==> src/rtl/tja_pkg.sv <==
// Constants and carrier types of the transmit jitter attenuator.
// Assumes a 125 MHz mclk and APB access to byte-lane registers.
package tja_pkg;
    // Register indices; byte address is four times the index
    localparam logic [7:0] IDX_CONFIG   = 8'h21;
    localparam logic [7:0] IDX_TXCFG0   = 8'h22;
    localparam logic [7:0] IDX_IRQ_EN   = 8'h34;
    localparam logic [7:0] IDX_MEASURE  = 8'h38;
    localparam logic [7:0] IDX_IRQ_STAT = 8'h3B;
    localparam logic [7:0] ADDR_CONFIG   = {IDX_CONFIG[5:0], 2'b00};
    localparam logic [7:0] ADDR_TXCFG0   = {IDX_TXCFG0[5:0], 2'b00};
    localparam logic [7:0] ADDR_IRQ_EN   = {IDX_IRQ_EN[5:0], 2'b00};
    localparam logic [7:0] ADDR_MEASURE  = {IDX_MEASURE[5:0], 2'b00};
    localparam logic [7:0] ADDR_IRQ_STAT = {IDX_IRQ_STAT[5:0], 2'b00};
    // Reset values
    localparam logic [7:0] CONFIG_RST = 8'h00;
    localparam logic [7:0] TXCFG0_RST = 8'h00;
    localparam logic [7:0] IRQ_EN_RST = 8'h00;
    localparam logic [7:0] STAT_RST   = 8'h00;
    localparam int SLIP_BIT = 0;
    // Buffer depths and limit-mode margins in bits
    localparam logic [7:0] DEPTH_32  = 8'h20;
    localparam logic [7:0] DEPTH_64  = 8'h40;
    localparam logic [7:0] DEPTH_128 = 8'h80;
    localparam logic [7:0] MARGIN_32  = 8'h02;
    localparam logic [7:0] MARGIN_64  = 8'h03;
    localparam logic [7:0] MARGIN_128 = 8'h04;
    localparam logic [6:0] MEAS_MAX = 7'h7F;
    // Read-clock oscillator: increment is line rate over mclk rate
    localparam longint MCLK_HZ    = 125_000_000;
    localparam longint T1_RATE_HZ = 1_544_000;
    localparam longint E1_RATE_HZ = 2_048_000;
    localparam logic [31:0] NCO_INC_T1 = 32'((T1_RATE_HZ << 32) / MCLK_HZ);
    localparam logic [31:0] NCO_INC_E1 = 32'((E1_RATE_HZ << 32) / MCLK_HZ);
    // Loop gain shifts, one per corner; a larger shift is a lower corner
    localparam int SH_CF_5HZ    = 10;
    localparam int SH_CF_1P26HZ = 12;
    localparam int SH_CF_6P77HZ = 10;
    localparam int SH_CF_0P87HZ = 13;
    localparam int ERR_SCALE    = 20;
    localparam int PROP_BOOST   = 4;
    localparam int LIMIT_SH     = 6;
    typedef enum logic [1:0] {
        ST_BYPASS = 2'b00,
        ST_FILL   = 2'b01,
        ST_RUN    = 2'b10
    } tja_state_t;
    typedef struct packed {
        logic [1:0] rsvd;
        logic       peak;
        logic       limit;
        logic       bw;
        logic [1:0] depth;
        logic       en;
    } tja_cfg_t;
    typedef struct packed {
        logic [5:0] rsvd;
        logic       e1;
        logic       off;
    } tja_txcfg_t;
    typedef struct packed {
        logic              run;
        logic              e1;
        logic              bw;
        logic              fast;
        logic              slow;
        logic signed [7:0] err;
    } tja_loop_t;
endpackage : tja_pkg

==> src/rtl/tja_bitbuf.sv <==
// Bit-wide elastic store of the attenuator.
// Assumes one write and one read per cycle at most; read data is registered.
`timescale 1ns/1ps
`default_nettype none
module tja_bitbuf #(
    parameter int DEPTH = 128,
    parameter int AW    = $clog2(DEPTH)
) (
    input  wire logic          mclk,
    input  wire logic          srst,
    input  wire logic          we,
    input  wire logic [AW-1:0] waddr,
    input  wire logic          wbit,
    input  wire logic          re,
    input  wire logic [AW-1:0] raddr,
    output logic               rbit
);
    import tja_pkg::*;
    typedef struct packed {
        logic [DEPTH-1:0] mem;
        logic             rbit;
    } tja_buf_st_t;
    tja_buf_st_t r;
    tja_buf_st_t next_r;
    always_comb begin
        next_r = r;
        if (we) begin
            next_r.mem[waddr] = wbit;
        end
        if (re) begin
            next_r.rbit = r.mem[raddr];
        end
    end
    always_ff @(posedge mclk) begin
        if (srst) begin
            r <= '0;
        end else begin
            r <= next_r;
        end
    end
    assign rbit = r.rbit;
endmodule : tja_bitbuf
`default_nettype wire

==> src/rtl/tja_dpll.sv <==
// Digital loop that makes the de-jittered read strobe.
// Assumes a fill error centred on zero and one mclk domain.
`timescale 1ns/1ps
`default_nettype none
module tja_dpll (
    input  wire logic      mclk,
    input  wire logic      srst,
    input  wire tja_pkg::tja_loop_t loop,
    output logic           tick
);
    import tja_pkg::*;
    typedef struct packed {
        logic [31:0]        acc;
        logic signed [31:0] integ;
        logic               tick;
    } tja_dpll_st_t;
    tja_dpll_st_t       r;
    tja_dpll_st_t       next_r;
    logic [31:0]        nom;
    logic signed [31:0] err_w;
    int                 sh;
    logic [31:0]        inc;
    logic [32:0]        sum;
    always_comb begin
        nom = loop.e1 ? NCO_INC_E1 : NCO_INC_T1;
        case ({loop.e1, loop.bw})
            2'b00:   sh = SH_CF_5HZ;
            2'b01:   sh = SH_CF_1P26HZ;
            2'b10:   sh = SH_CF_6P77HZ;
            default: sh = SH_CF_0P87HZ;
        endcase
        err_w = 32'(loop.err) <<< ERR_SCALE;
        // Slow wander passes through the integrator; fast jitter is averaged out
        inc = nom + r.integ + 32'(err_w >>> (sh - PROP_BOOST));
        if (loop.fast) begin
            inc = inc + (nom >> LIMIT_SH);
        end
        if (loop.slow) begin
            inc = inc - (nom >> LIMIT_SH);
        end
        sum = {1'b0, r.acc} + {1'b0, inc};
        next_r = r;
        next_r.tick = 1'b0;
        if (!loop.run) begin
            next_r = '0;
        end else begin
            next_r.acc  = sum[31:0];
            next_r.tick = sum[32];
            if (sum[32]) begin
                next_r.integ = r.integ + (err_w >>> sh);
            end
        end
    end
    always_ff @(posedge mclk) begin
        if (srst) begin
            r <= '0;
        end else begin
            r <= next_r;
        end
    end
    assign tick = r.tick;
endmodule : tja_dpll
`default_nettype wire

==> src/rtl/tja_top.sv <==
// Transmit jitter attenuator of one channel with its APB registers.
// Assumes tx clock and data arrive from pins, asynchronous to mclk.
//
// Notes on behaviour
// - Power-down bit set puts both line outputs into high impedance.
// - Enable bit inserts the attenuator in the path or bypasses it.
// - Two-bit depth field picks a 32, 64 or 128 bit buffer.
// - Latency is half the depth: reading starts once the buffer is half full.
// - A digital loop makes the read strobe, smoothing only fast jitter.
// - In T1 mode the bandwidth bit picks the 5 Hz or 1.26 Hz corner.
// - In E1 mode it picks 6.77 Hz or 0.87 Hz; lower corners lock slower.
// - Overflow or underflow of the buffer sets the slip status flag.
// - Interrupt output goes low while slip flag and its enable are set.
// - Limit mode speeds or slows reading as the buffer nears full or empty.
// - Limit action starts 2, 3 or 4 bits from the edge, by depth.
// - Measure mode zero loads the live pointer separation continuously.
// - Measure mode one keeps the largest separation seen.
`timescale 1ns/1ps
`default_nettype none
module tja_top (
    input  wire logic        mclk,
    input  wire logic        srst,
    input  wire logic [7:0]  paddr,
    input  wire logic        psel,
    input  wire logic        penable,
    input  wire logic        pwrite,
    input  wire logic [31:0] pwdata,
    output logic [31:0]      prdata,
    output logic             pready,
    output logic             pslverr,
    input  wire logic        tx_clk_in,
    input  wire logic        tx_data_in,
    output logic             tx_line_pos,
    output logic             tx_line_pos_oe,
    output logic             tx_line_neg,
    output logic             tx_line_neg_oe,
    output logic             tx_out_strobe,
    output logic             int_n
);
    import tja_pkg::*;

    typedef struct packed {
        logic [2:0]  clk_s;
        logic [2:0]  dat_s;
        logic        clk_lvl;
        tja_cfg_t    cfg;
        tja_txcfg_t  txc;
        logic [7:0]  irq_en;
        logic [7:0]  stat;
        logic [6:0]  meas;
        logic [7:0]  wp;
        logic [7:0]  rp;
        tja_state_t  st;
        logic [1:0]  dp_last;
        logic        rd_pend;
        logic        out_bit;
        logic        out_stb;
        logic        line_pos;
        logic        line_neg;
        logic        line_oe;
        logic [31:0] prdata;
        logic        pready;
        logic        pslverr;
        logic        int_n;
    } tja_top_st_t;

    tja_top_st_t r;
    tja_top_st_t next_r;

    logic [7:0]  depth;
    logic [7:0]  half;
    logic [7:0]  margin;
    logic [7:0]  fill;
    logic [6:0]  cur;
    logic        rise;
    logic        tick;
    logic        slip;
    logic        setup;
    logic        access;
    logic        hit;
    logic [7:0]  rmux;
    logic [7:0]  clr;
    logic        mem_we;
    logic        mem_re;
    logic        mem_bit;
    tja_loop_t   loop;

    // Depth, centre point and limit margin follow the depth field
    always_comb begin
        case (r.cfg.depth)
            2'b00: begin
                depth  = DEPTH_32;
                margin = MARGIN_32;
            end
            2'b01: begin
                depth  = DEPTH_64;
                margin = MARGIN_64;
            end
            default: begin
                depth  = DEPTH_128;
                margin = MARGIN_128;
            end
        endcase
        half = depth >> 1;
        fill = r.wp - r.rp;
        cur  = fill[7] ? MEAS_MAX : fill[6:0];
    end

    // Loop control; pointers share mclk, so the compare needs no further sync
    always_comb begin
        loop      = '0;
        loop.run  = (r.st == ST_RUN);
        loop.e1   = r.txc.e1;
        loop.bw   = r.cfg.bw;
        loop.err  = 8'(fill - half);
        loop.fast = r.cfg.limit && (fill >= depth - margin);
        loop.slow = r.cfg.limit && (fill <= margin);
    end

    // Register decode and read mux
    always_comb begin
        setup  = psel && !penable;
        access = psel && penable && r.pready;
        hit    = 1'b1;
        case (paddr)
            ADDR_CONFIG:   rmux = r.cfg;
            ADDR_TXCFG0:   rmux = r.txc;
            ADDR_IRQ_EN:   rmux = r.irq_en;
            ADDR_MEASURE:  rmux = {1'b0, r.meas};
            ADDR_IRQ_STAT: rmux = r.stat;
            default: begin
                rmux = 8'h00;
                hit  = 1'b0;
            end
        endcase
    end

    always_comb begin
        next_r         = r;
        slip           = 1'b0;
        mem_we         = 1'b0;
        mem_re         = 1'b0;
        clr            = 8'h00;
        // Pin inputs: three flops, a change counts once stages two and three agree
        next_r.clk_s   = {r.clk_s[1:0], tx_clk_in};
        next_r.dat_s   = {r.dat_s[1:0], tx_data_in};
        rise           = (r.clk_s[1] == r.clk_s[2]) && r.clk_s[2] && !r.clk_lvl;
        if (r.clk_s[1] == r.clk_s[2]) begin
            next_r.clk_lvl = r.clk_s[2];
        end
        next_r.out_stb = 1'b0;
        next_r.rd_pend = 1'b0;
        next_r.dp_last = r.cfg.depth;

        case (r.st)
            ST_BYPASS: begin
                next_r.wp = 8'h00;
                next_r.rp = 8'h00;
                if (rise) begin
                    next_r.out_bit = r.dat_s[2];
                    next_r.out_stb = 1'b1;
                end
                if (r.cfg.en) begin
                    next_r.st = ST_FILL;
                end
            end
            ST_FILL, ST_RUN: begin
                if (rise) begin
                    if (fill >= depth) begin
                        // Overflow: drop this bit and half the store to recentre
                        slip      = 1'b1;
                        next_r.rp = r.rp + half;
                    end else begin
                        mem_we    = 1'b1;
                        next_r.wp = r.wp + 8'h01;
                    end
                end
                if (r.st == ST_FILL) begin
                    if (fill >= half) begin
                        next_r.st = ST_RUN;
                    end
                end else if (tick) begin
                    if (fill == 8'h00) begin
                        // Underflow: stop reading until half full again
                        slip      = 1'b1;
                        next_r.st = ST_FILL;
                    end else begin
                        mem_re         = 1'b1;
                        next_r.rp      = next_r.rp + 8'h01;
                        next_r.rd_pend = 1'b1;
                    end
                end
                if (r.cfg.depth != r.dp_last) begin
                    next_r.st = ST_FILL;
                    next_r.wp = 8'h00;
                    next_r.rp = 8'h00;
                end
                if (!r.cfg.en) begin
                    next_r.st = ST_BYPASS;
                end
            end
            default: begin
                next_r.st = ST_BYPASS;
            end
        endcase

        if (r.rd_pend) begin
            next_r.out_bit = mem_bit;
            next_r.out_stb = 1'b1;
        end

        // Jitter measure: live separation or peak hold
        if (r.cfg.peak) begin
            if (cur > r.meas) begin
                next_r.meas = cur;
            end
        end else begin
            next_r.meas = cur;
        end

        // APB: answer prepared in setup, taken in the access cycle
        next_r.pready = setup;
        if (setup) begin
            next_r.prdata  = {24'h000000, rmux};
            next_r.pslverr = !hit;
        end
        if (access && pwrite && !r.pslverr) begin
            case (paddr)
                ADDR_CONFIG: begin
                    next_r.cfg      = tja_cfg_t'(pwdata[7:0]);
                    next_r.cfg.rsvd = '0;
                end
                ADDR_TXCFG0: begin
                    next_r.txc      = tja_txcfg_t'(pwdata[7:0]);
                    next_r.txc.rsvd = '0;
                end
                ADDR_IRQ_EN: begin
                    next_r.irq_en = pwdata[7:0] & 8'h01;
                end
                default: begin
                    next_r.irq_en = r.irq_en;
                end
            endcase
        end
        // Read clears only what was returned, so a new slip is never lost
        if (access && !pwrite && (paddr == ADDR_IRQ_STAT)) begin
            clr = r.prdata[7:0];
        end
        next_r.stat = (r.stat & ~clr) | {7'h00, slip};
        next_r.int_n = !(|(next_r.stat & next_r.irq_en));

        // Line drivers; released while powered down
        next_r.line_oe  = !next_r.txc.off;
        next_r.line_pos = !next_r.txc.off && next_r.out_bit;
        next_r.line_neg = !next_r.txc.off && !next_r.out_bit;
    end

    always_ff @(posedge mclk) begin
        if (srst) begin
            r        <= '0;
            r.cfg    <= tja_cfg_t'(CONFIG_RST);
            r.txc    <= tja_txcfg_t'(TXCFG0_RST);
            r.irq_en <= IRQ_EN_RST;
            r.stat   <= STAT_RST;
            r.int_n  <= 1'b1;
        end else begin
            r <= next_r;
        end
    end

    tja_bitbuf #(
        .DEPTH (128),
        .AW    (7)
    ) u_buf (
        .mclk  (mclk),
        .srst  (srst),
        .we    (mem_we),
        .waddr (r.wp[6:0]),
        .wbit  (r.dat_s[2]),
        .re    (mem_re),
        .raddr (r.rp[6:0]),
        .rbit  (mem_bit)
    );

    tja_dpll u_dpll (
        .mclk (mclk),
        .srst (srst),
        .loop (loop),
        .tick (tick)
    );

    assign prdata         = r.prdata;
    assign pready         = r.pready;
    assign pslverr        = r.pslverr;
    assign tx_line_pos    = r.line_pos;
    assign tx_line_neg    = r.line_neg;
    assign tx_line_pos_oe = r.line_oe;
    assign tx_line_neg_oe = r.line_oe;
    assign tx_out_strobe  = r.out_stb;
    assign int_n          = r.int_n;

    a_hz_power_down: assert property (
        @(posedge mclk) disable iff (srst)
        (access && pwrite && paddr == ADDR_TXCFG0 && pwdata[0])
        |=> !tx_line_pos_oe && !tx_line_neg_oe && !tx_line_pos && !tx_line_neg)
        else $error("line outputs driven while powered down");

    a_bypass_on_off: assert property (
        @(posedge mclk) disable iff (srst)
        !r.cfg.en ##1 !r.cfg.en |-> r.st == ST_BYPASS)
        else $error("attenuator stays in path while disabled");

    a_fill_bound: assert property (
        @(posedge mclk) disable iff (srst)
        r.st != ST_BYPASS && r.cfg.depth == r.dp_last |-> fill <= depth)
        else $error("buffer fill beyond selected depth");

    a_start_at_half: assert property (
        @(posedge mclk) disable iff (srst)
        r.st == ST_FILL ##1 r.st == ST_RUN |-> $past(fill) >= $past(half))
        else $error("reading started before half depth");

    a_slip_sets: assert property (
        @(posedge mclk) disable iff (srst)
        slip |=> r.stat[SLIP_BIT] ##1 (r.stat[SLIP_BIT] || $past(clr[SLIP_BIT])))
        else $error("slip did not set status");

    a_irq_level: assert property (
        @(posedge mclk) disable iff (srst)
        (r.stat[SLIP_BIT] && r.irq_en[SLIP_BIT]) == !int_n)
        else $error("interrupt output disagrees with status and enable");

    a_limit_edge: assert property (
        @(posedge mclk) disable iff (srst)
        (r.cfg.limit && r.cfg.depth == 2'b00 && fill == 8'h1E) |-> loop.fast)
        else $error("limit action missing two bits from full");

    a_measure_live: assert property (
        @(posedge mclk) disable iff (srst)
        !r.cfg.peak |=> r.meas == $past(cur))
        else $error("measure does not track separation");

    a_peak_hold: assert property (
        @(posedge mclk) disable iff (srst)
        r.cfg.peak ##1 r.cfg.peak |-> r.meas >= $past(r.meas) && r.meas >= $past(cur))
        else $error("peak measure fell");

    a_slip_sticky: assert property (
        @(posedge mclk) disable iff (srst)
        r.stat[SLIP_BIT] && !(access && !pwrite && paddr == ADDR_IRQ_STAT)
        |=> r.stat[SLIP_BIT])
        else $error("slip flag lost without a read");

endmodule : tja_top
`default_nettype wire

==> config.mk <==
export PLATFORM = sky130hd
export DESIGN_NAME = tja_top
export DESIGN_NICKNAME = d
export VERILOG_FILES = /design/src/rtl/tja_pkg.sv /design/src/rtl/tja_bitbuf.sv /design/src/rtl/tja_dpll.sv /design/src/rtl/tja_top.sv
export SDC_FILE = /design/constraint.sdc
export NUM_CORES = 1
export LEC_CHECK = 0
export BUFFER_PORTS_ARGS = -buffer_cell sky130_fd_sc_hd__buf_2
export CAP_MARGIN = 0
export CORE_ASPECT_RATIO = 2
export CORE_MARGIN = 8
export CORE_UTILIZATION = 30
export DETAILED_ROUTE_END_ITERATION = 6
export HOLD_SLACK_MARGIN = 0.03
export PLACE_DENSITY = 0.45
export SETUP_SLACK_MARGIN = 0.2
export SYNTH_ARGS = -nofsm -noshare
export SYNTH_HDL_FRONTEND = slang
export SYNTH_SLANG_ARGS = --single-unit
export TNS_END_PERCENT = 30
==> constraint.sdc <==
create_clock -name mclk -period 25.8 [get_ports mclk]
set_clock_uncertainty 0.05 [all_clocks]
set_input_delay 2.58 -clock mclk [delete_from_list [all_inputs] [get_ports mclk]]
set_output_delay 2.58 -clock mclk [all_outputs]
set_load 0.03 [all_outputs]
==> reports/metrics.cfg <==
[place]
place_inst = 3111
dp_hpwl_um = 37290
gp_congestion = 0.8113
dpl-instance-area_um2 = 20180
portBuffers = 36

[yosys]
synth_compound_area_share_pct = 18.77
yosysSeqAreaShare_pct = 27.31
ys_seq_elements = 264
yosys_warnings = 0
async_flop_share_pct = 0
synth_cells = 2368
synth_top_family_by_area = simple AND/OR/NAND/NOR gates
synthXorXnorAreaFrac_pct = 6.646
synth_top_area_share_pct = 27.31
synth_edf_count = 0
synth_area_um2 = 19350
synthDistinctLibCells = 89
synth_mux_area_share_pct = 9.639
synth_flop_cell = dfxtp_1
synth.avg_cell_area_um2 = 8.173
yosysTopAreaCell = dfxtp_1
synthSimpleGateAreaFrac_pct = 19.92
synth_area_leaders = dfxtp_1 27%, ha_1 10%, a21oi_1 5.5%, nor2_1 5.4%, mux4_2 4.9%
synthAdderAreaFrac_pct = 12.27

[critical_path]
cp-end-kind = flip-flop
critical_path.slowest_cell = o311ai_0
required_ps = 26180
startpoint = r[45]
r2r_setup_slack_ps = 14960
reg2reg_depth = 43
cpPeakStageDelay_ps = 670
path_class = reg2reg
worstPathArrival_ps = 11220
cp_max_fo = 36
worst_path_most_repeated_cell = ha_1
regToRegStartpoint = r[45]
critPathLaunchType = flip-flop
crit_end = u_dpll.r[19]
r2r_end = u_dpll.r[19]

[status]
outcome = finished, final reports clean

[cells_and_area]
final_cell_area_um2 = 21230
instances_no_fill = 3167
fill_cells = 6784
nNetsFinal = 2565
layout_common_cells = 275 x nor2_1, 260 x dfxtp_1, 211 x a21oi_1
final_layout_size_suffix_gt1_share_pct = 8.802
final_common_cell = nor2_1
syn2layout_area_growth_pct = 9.710
antenna_cells = 0

[floorplan]
die_h_um = 375.2
start_util_pct = 30.13
core_um2 = 64250
dieArea_um2 = 73390
chipWidth_um = 195.6
num_io_pins = 87
rows = 132

[global_route]
top_usage_layer = met2
grt_usage_pct = 14.31
use_met2_pct = 24.13
grt_util_met3_pct = 1.773
grt_pass1_wl_um = 87240
grt_overflow = 0
grt_max_degree = 111
antenna_found_initial = 1
grt_pass1_vias = 15870
gr-usage-met1_pct = 19.34

[power_and_ir_drop]
p_leak_nw = 8.316
peakVddDrop_mv = 0.04953
powerDensity_nw_per_um2 = 42.25
total_power_uw = 897.1

[flow_run]
max-cap-violations = 0

[hold_path]
min_path_cells = 2
hp-class = reg2reg

[sta]
max_slew_margin_pct = 18.01
period_share_pct = 42.02
slew_viol_final = 0
clock.fmax_mhz = 92.25
hold_violations = 0
setup-violations-final = 0
worst_pin_slew_ps = 1219
fin_setup_tns_ps = 0
period_needed_ps = 10840
rsz0062_at_grt = no

[clock_tree]
cts_hold_buf = 0
cts_max_level = 1
clock_sinks = 264
postCtsSetupBuffers = 0
cts-root-buf = clkbuf_16
clock_latency_ps = 610
post_cts_resized = 0
path_clk_slew_ps = 60
cts_inserted_buffers = 30
cts_tree = built
clockBufferDepth = 3

[route]
drtIter0Drc = 966
first_pass_iters = 5
wire_per_inst_um = 17.23
drc = 0
route.vias.total = 16660
viasPerCell = 5.261
wirelength_um = 54550
final_antenna_net_count = 0

registers in the layout, summed over array words and instances (netlist names), 2 cells and up:
name / count
u_buf.r: 128
u_dpll.r: 59
r: 52
prdata: 8
next_r: 6
loop: 2
cell usage after synthesis (10+ instances only):
| cell type | n |
|---|---|
| a211oi_1 | 21 |
| a21o_1 | 46 |
| a21oi_1 | 211 |
| a31oi_1 | 16 |
| and2_1 | 20 |
| and3_1 | 21 |
| buf_1 | 10 |
| buf_4 | 33 |
| clkbuf_1 | 91 |
| dfxtp_1 | 264 |
| fa_1 | 18 |
| ha_1 | 161 |
| inv_1 | 99 |
| mux2i_1 | 84 |
| mux4_2 | 42 |
| nand2_1 | 197 |
| nand2b_1 | 32 |
| nand3_1 | 99 |
| nand4_1 | 27 |
| nor2_1 | 276 |
| nor2b_1 | 38 |
| nor3_1 | 40 |
| o21a_1 | 17 |
| o21ai_0 | 159 |
| o21bai_1 | 10 |
| or3_1 | 12 |
| xnor2_1 | 82 |
| xor2_1 | 53 |
cells by family (layout without fill, tap and decap cells):
group | Yosys count | count (layout)
adder cells (fa/ha/maj) | 179 | 179
multiplexers | 133 | 133
buffers and inverters | 244 | 212
AND/OR/NAND/NOR | 819 | 819
flip-flops | 264 | 264
AO/OA/AOI/OAI | 587 | 587
XOR/XNOR | 140 | 140
other | 2 | 29
how the worst min path moves through the flow:
stage	start	end
after floorplan	next_r[102]	next_r[103]
final	r[75]	r[75]
after CTS	r[70]	r[70]
after detailed placement	next_r[102]	next_r[103]
after global routing	r[73]	r[73]
after global placement	next_r[103]	r[103]
metrics by stage:
step / utilization, % / hold WS, ps / setup WS, ps
final: 33.05 / 397.1 / 14960
after global routing: 33.05 / 413.7 / 13820
after CTS: 33.05 / 395.5 / 14870
after detailed placement: 31.41 / 381.1 / 14980
after global placement: 31.41 / 380.4 / 15030
after floorplan: - / 363.8 / 16860
layout make-up:
| type | instances | area, um2 | area share, % |
|---|---|---|---|
| inverters | 104 | 390.4 | 1.838 |
| clock inverters | 13 | 196.4 | 0.9251 |
| clock buffers | 43 | 859.6 | 4.048 |
| repair buffers | 52 | 306.5 | 1.444 |
| multi-input cells | 1887 | 13180 | 62.08 |
| well taps | 804 | 1006 | 4.737 |
| flip-flops and latches | 264 | 5293 | 24.92 |
worst max-delay path, delay by kind of cell (launching register included):
| family | cells | cell delay, ps |
|---|---|---|
| AOI/OAI and AO/OA | 15 | 3750 |
| adders and majority gates | 8 | 2600 |
| xor gates and xnor gates | 5 | 1280 |
| buffers and inverters | 3 | 1220 |
| and+or+nand+nor | 10 | 900 |
| muxes | 2 | 530 |
| DFF | 1 | 310 |
where the power goes:
group | leakage [nW] | internal, mW | switching, mW | total, mW
Clock | 0.517 | 0.272 | 0.188 | 0.460
Combinational | 5.67 | 0.00615 | 0.0212 | 0.0274
Sequential | 2.13 | 0.409 | 0.00114 | 0.410
Total | 8.32 | 0.687 | 0.210 | 0.897
layer usage:
layer / vias up / part of all wire (%)
li1: 8296 / -
met1: 8035 / 47
met2: 286 / 47
met3: 44 / 4.0
met4: 2 / 1.4
met5: - / 0.022
No activity file was read; power rests on OpenSTA's default activity.
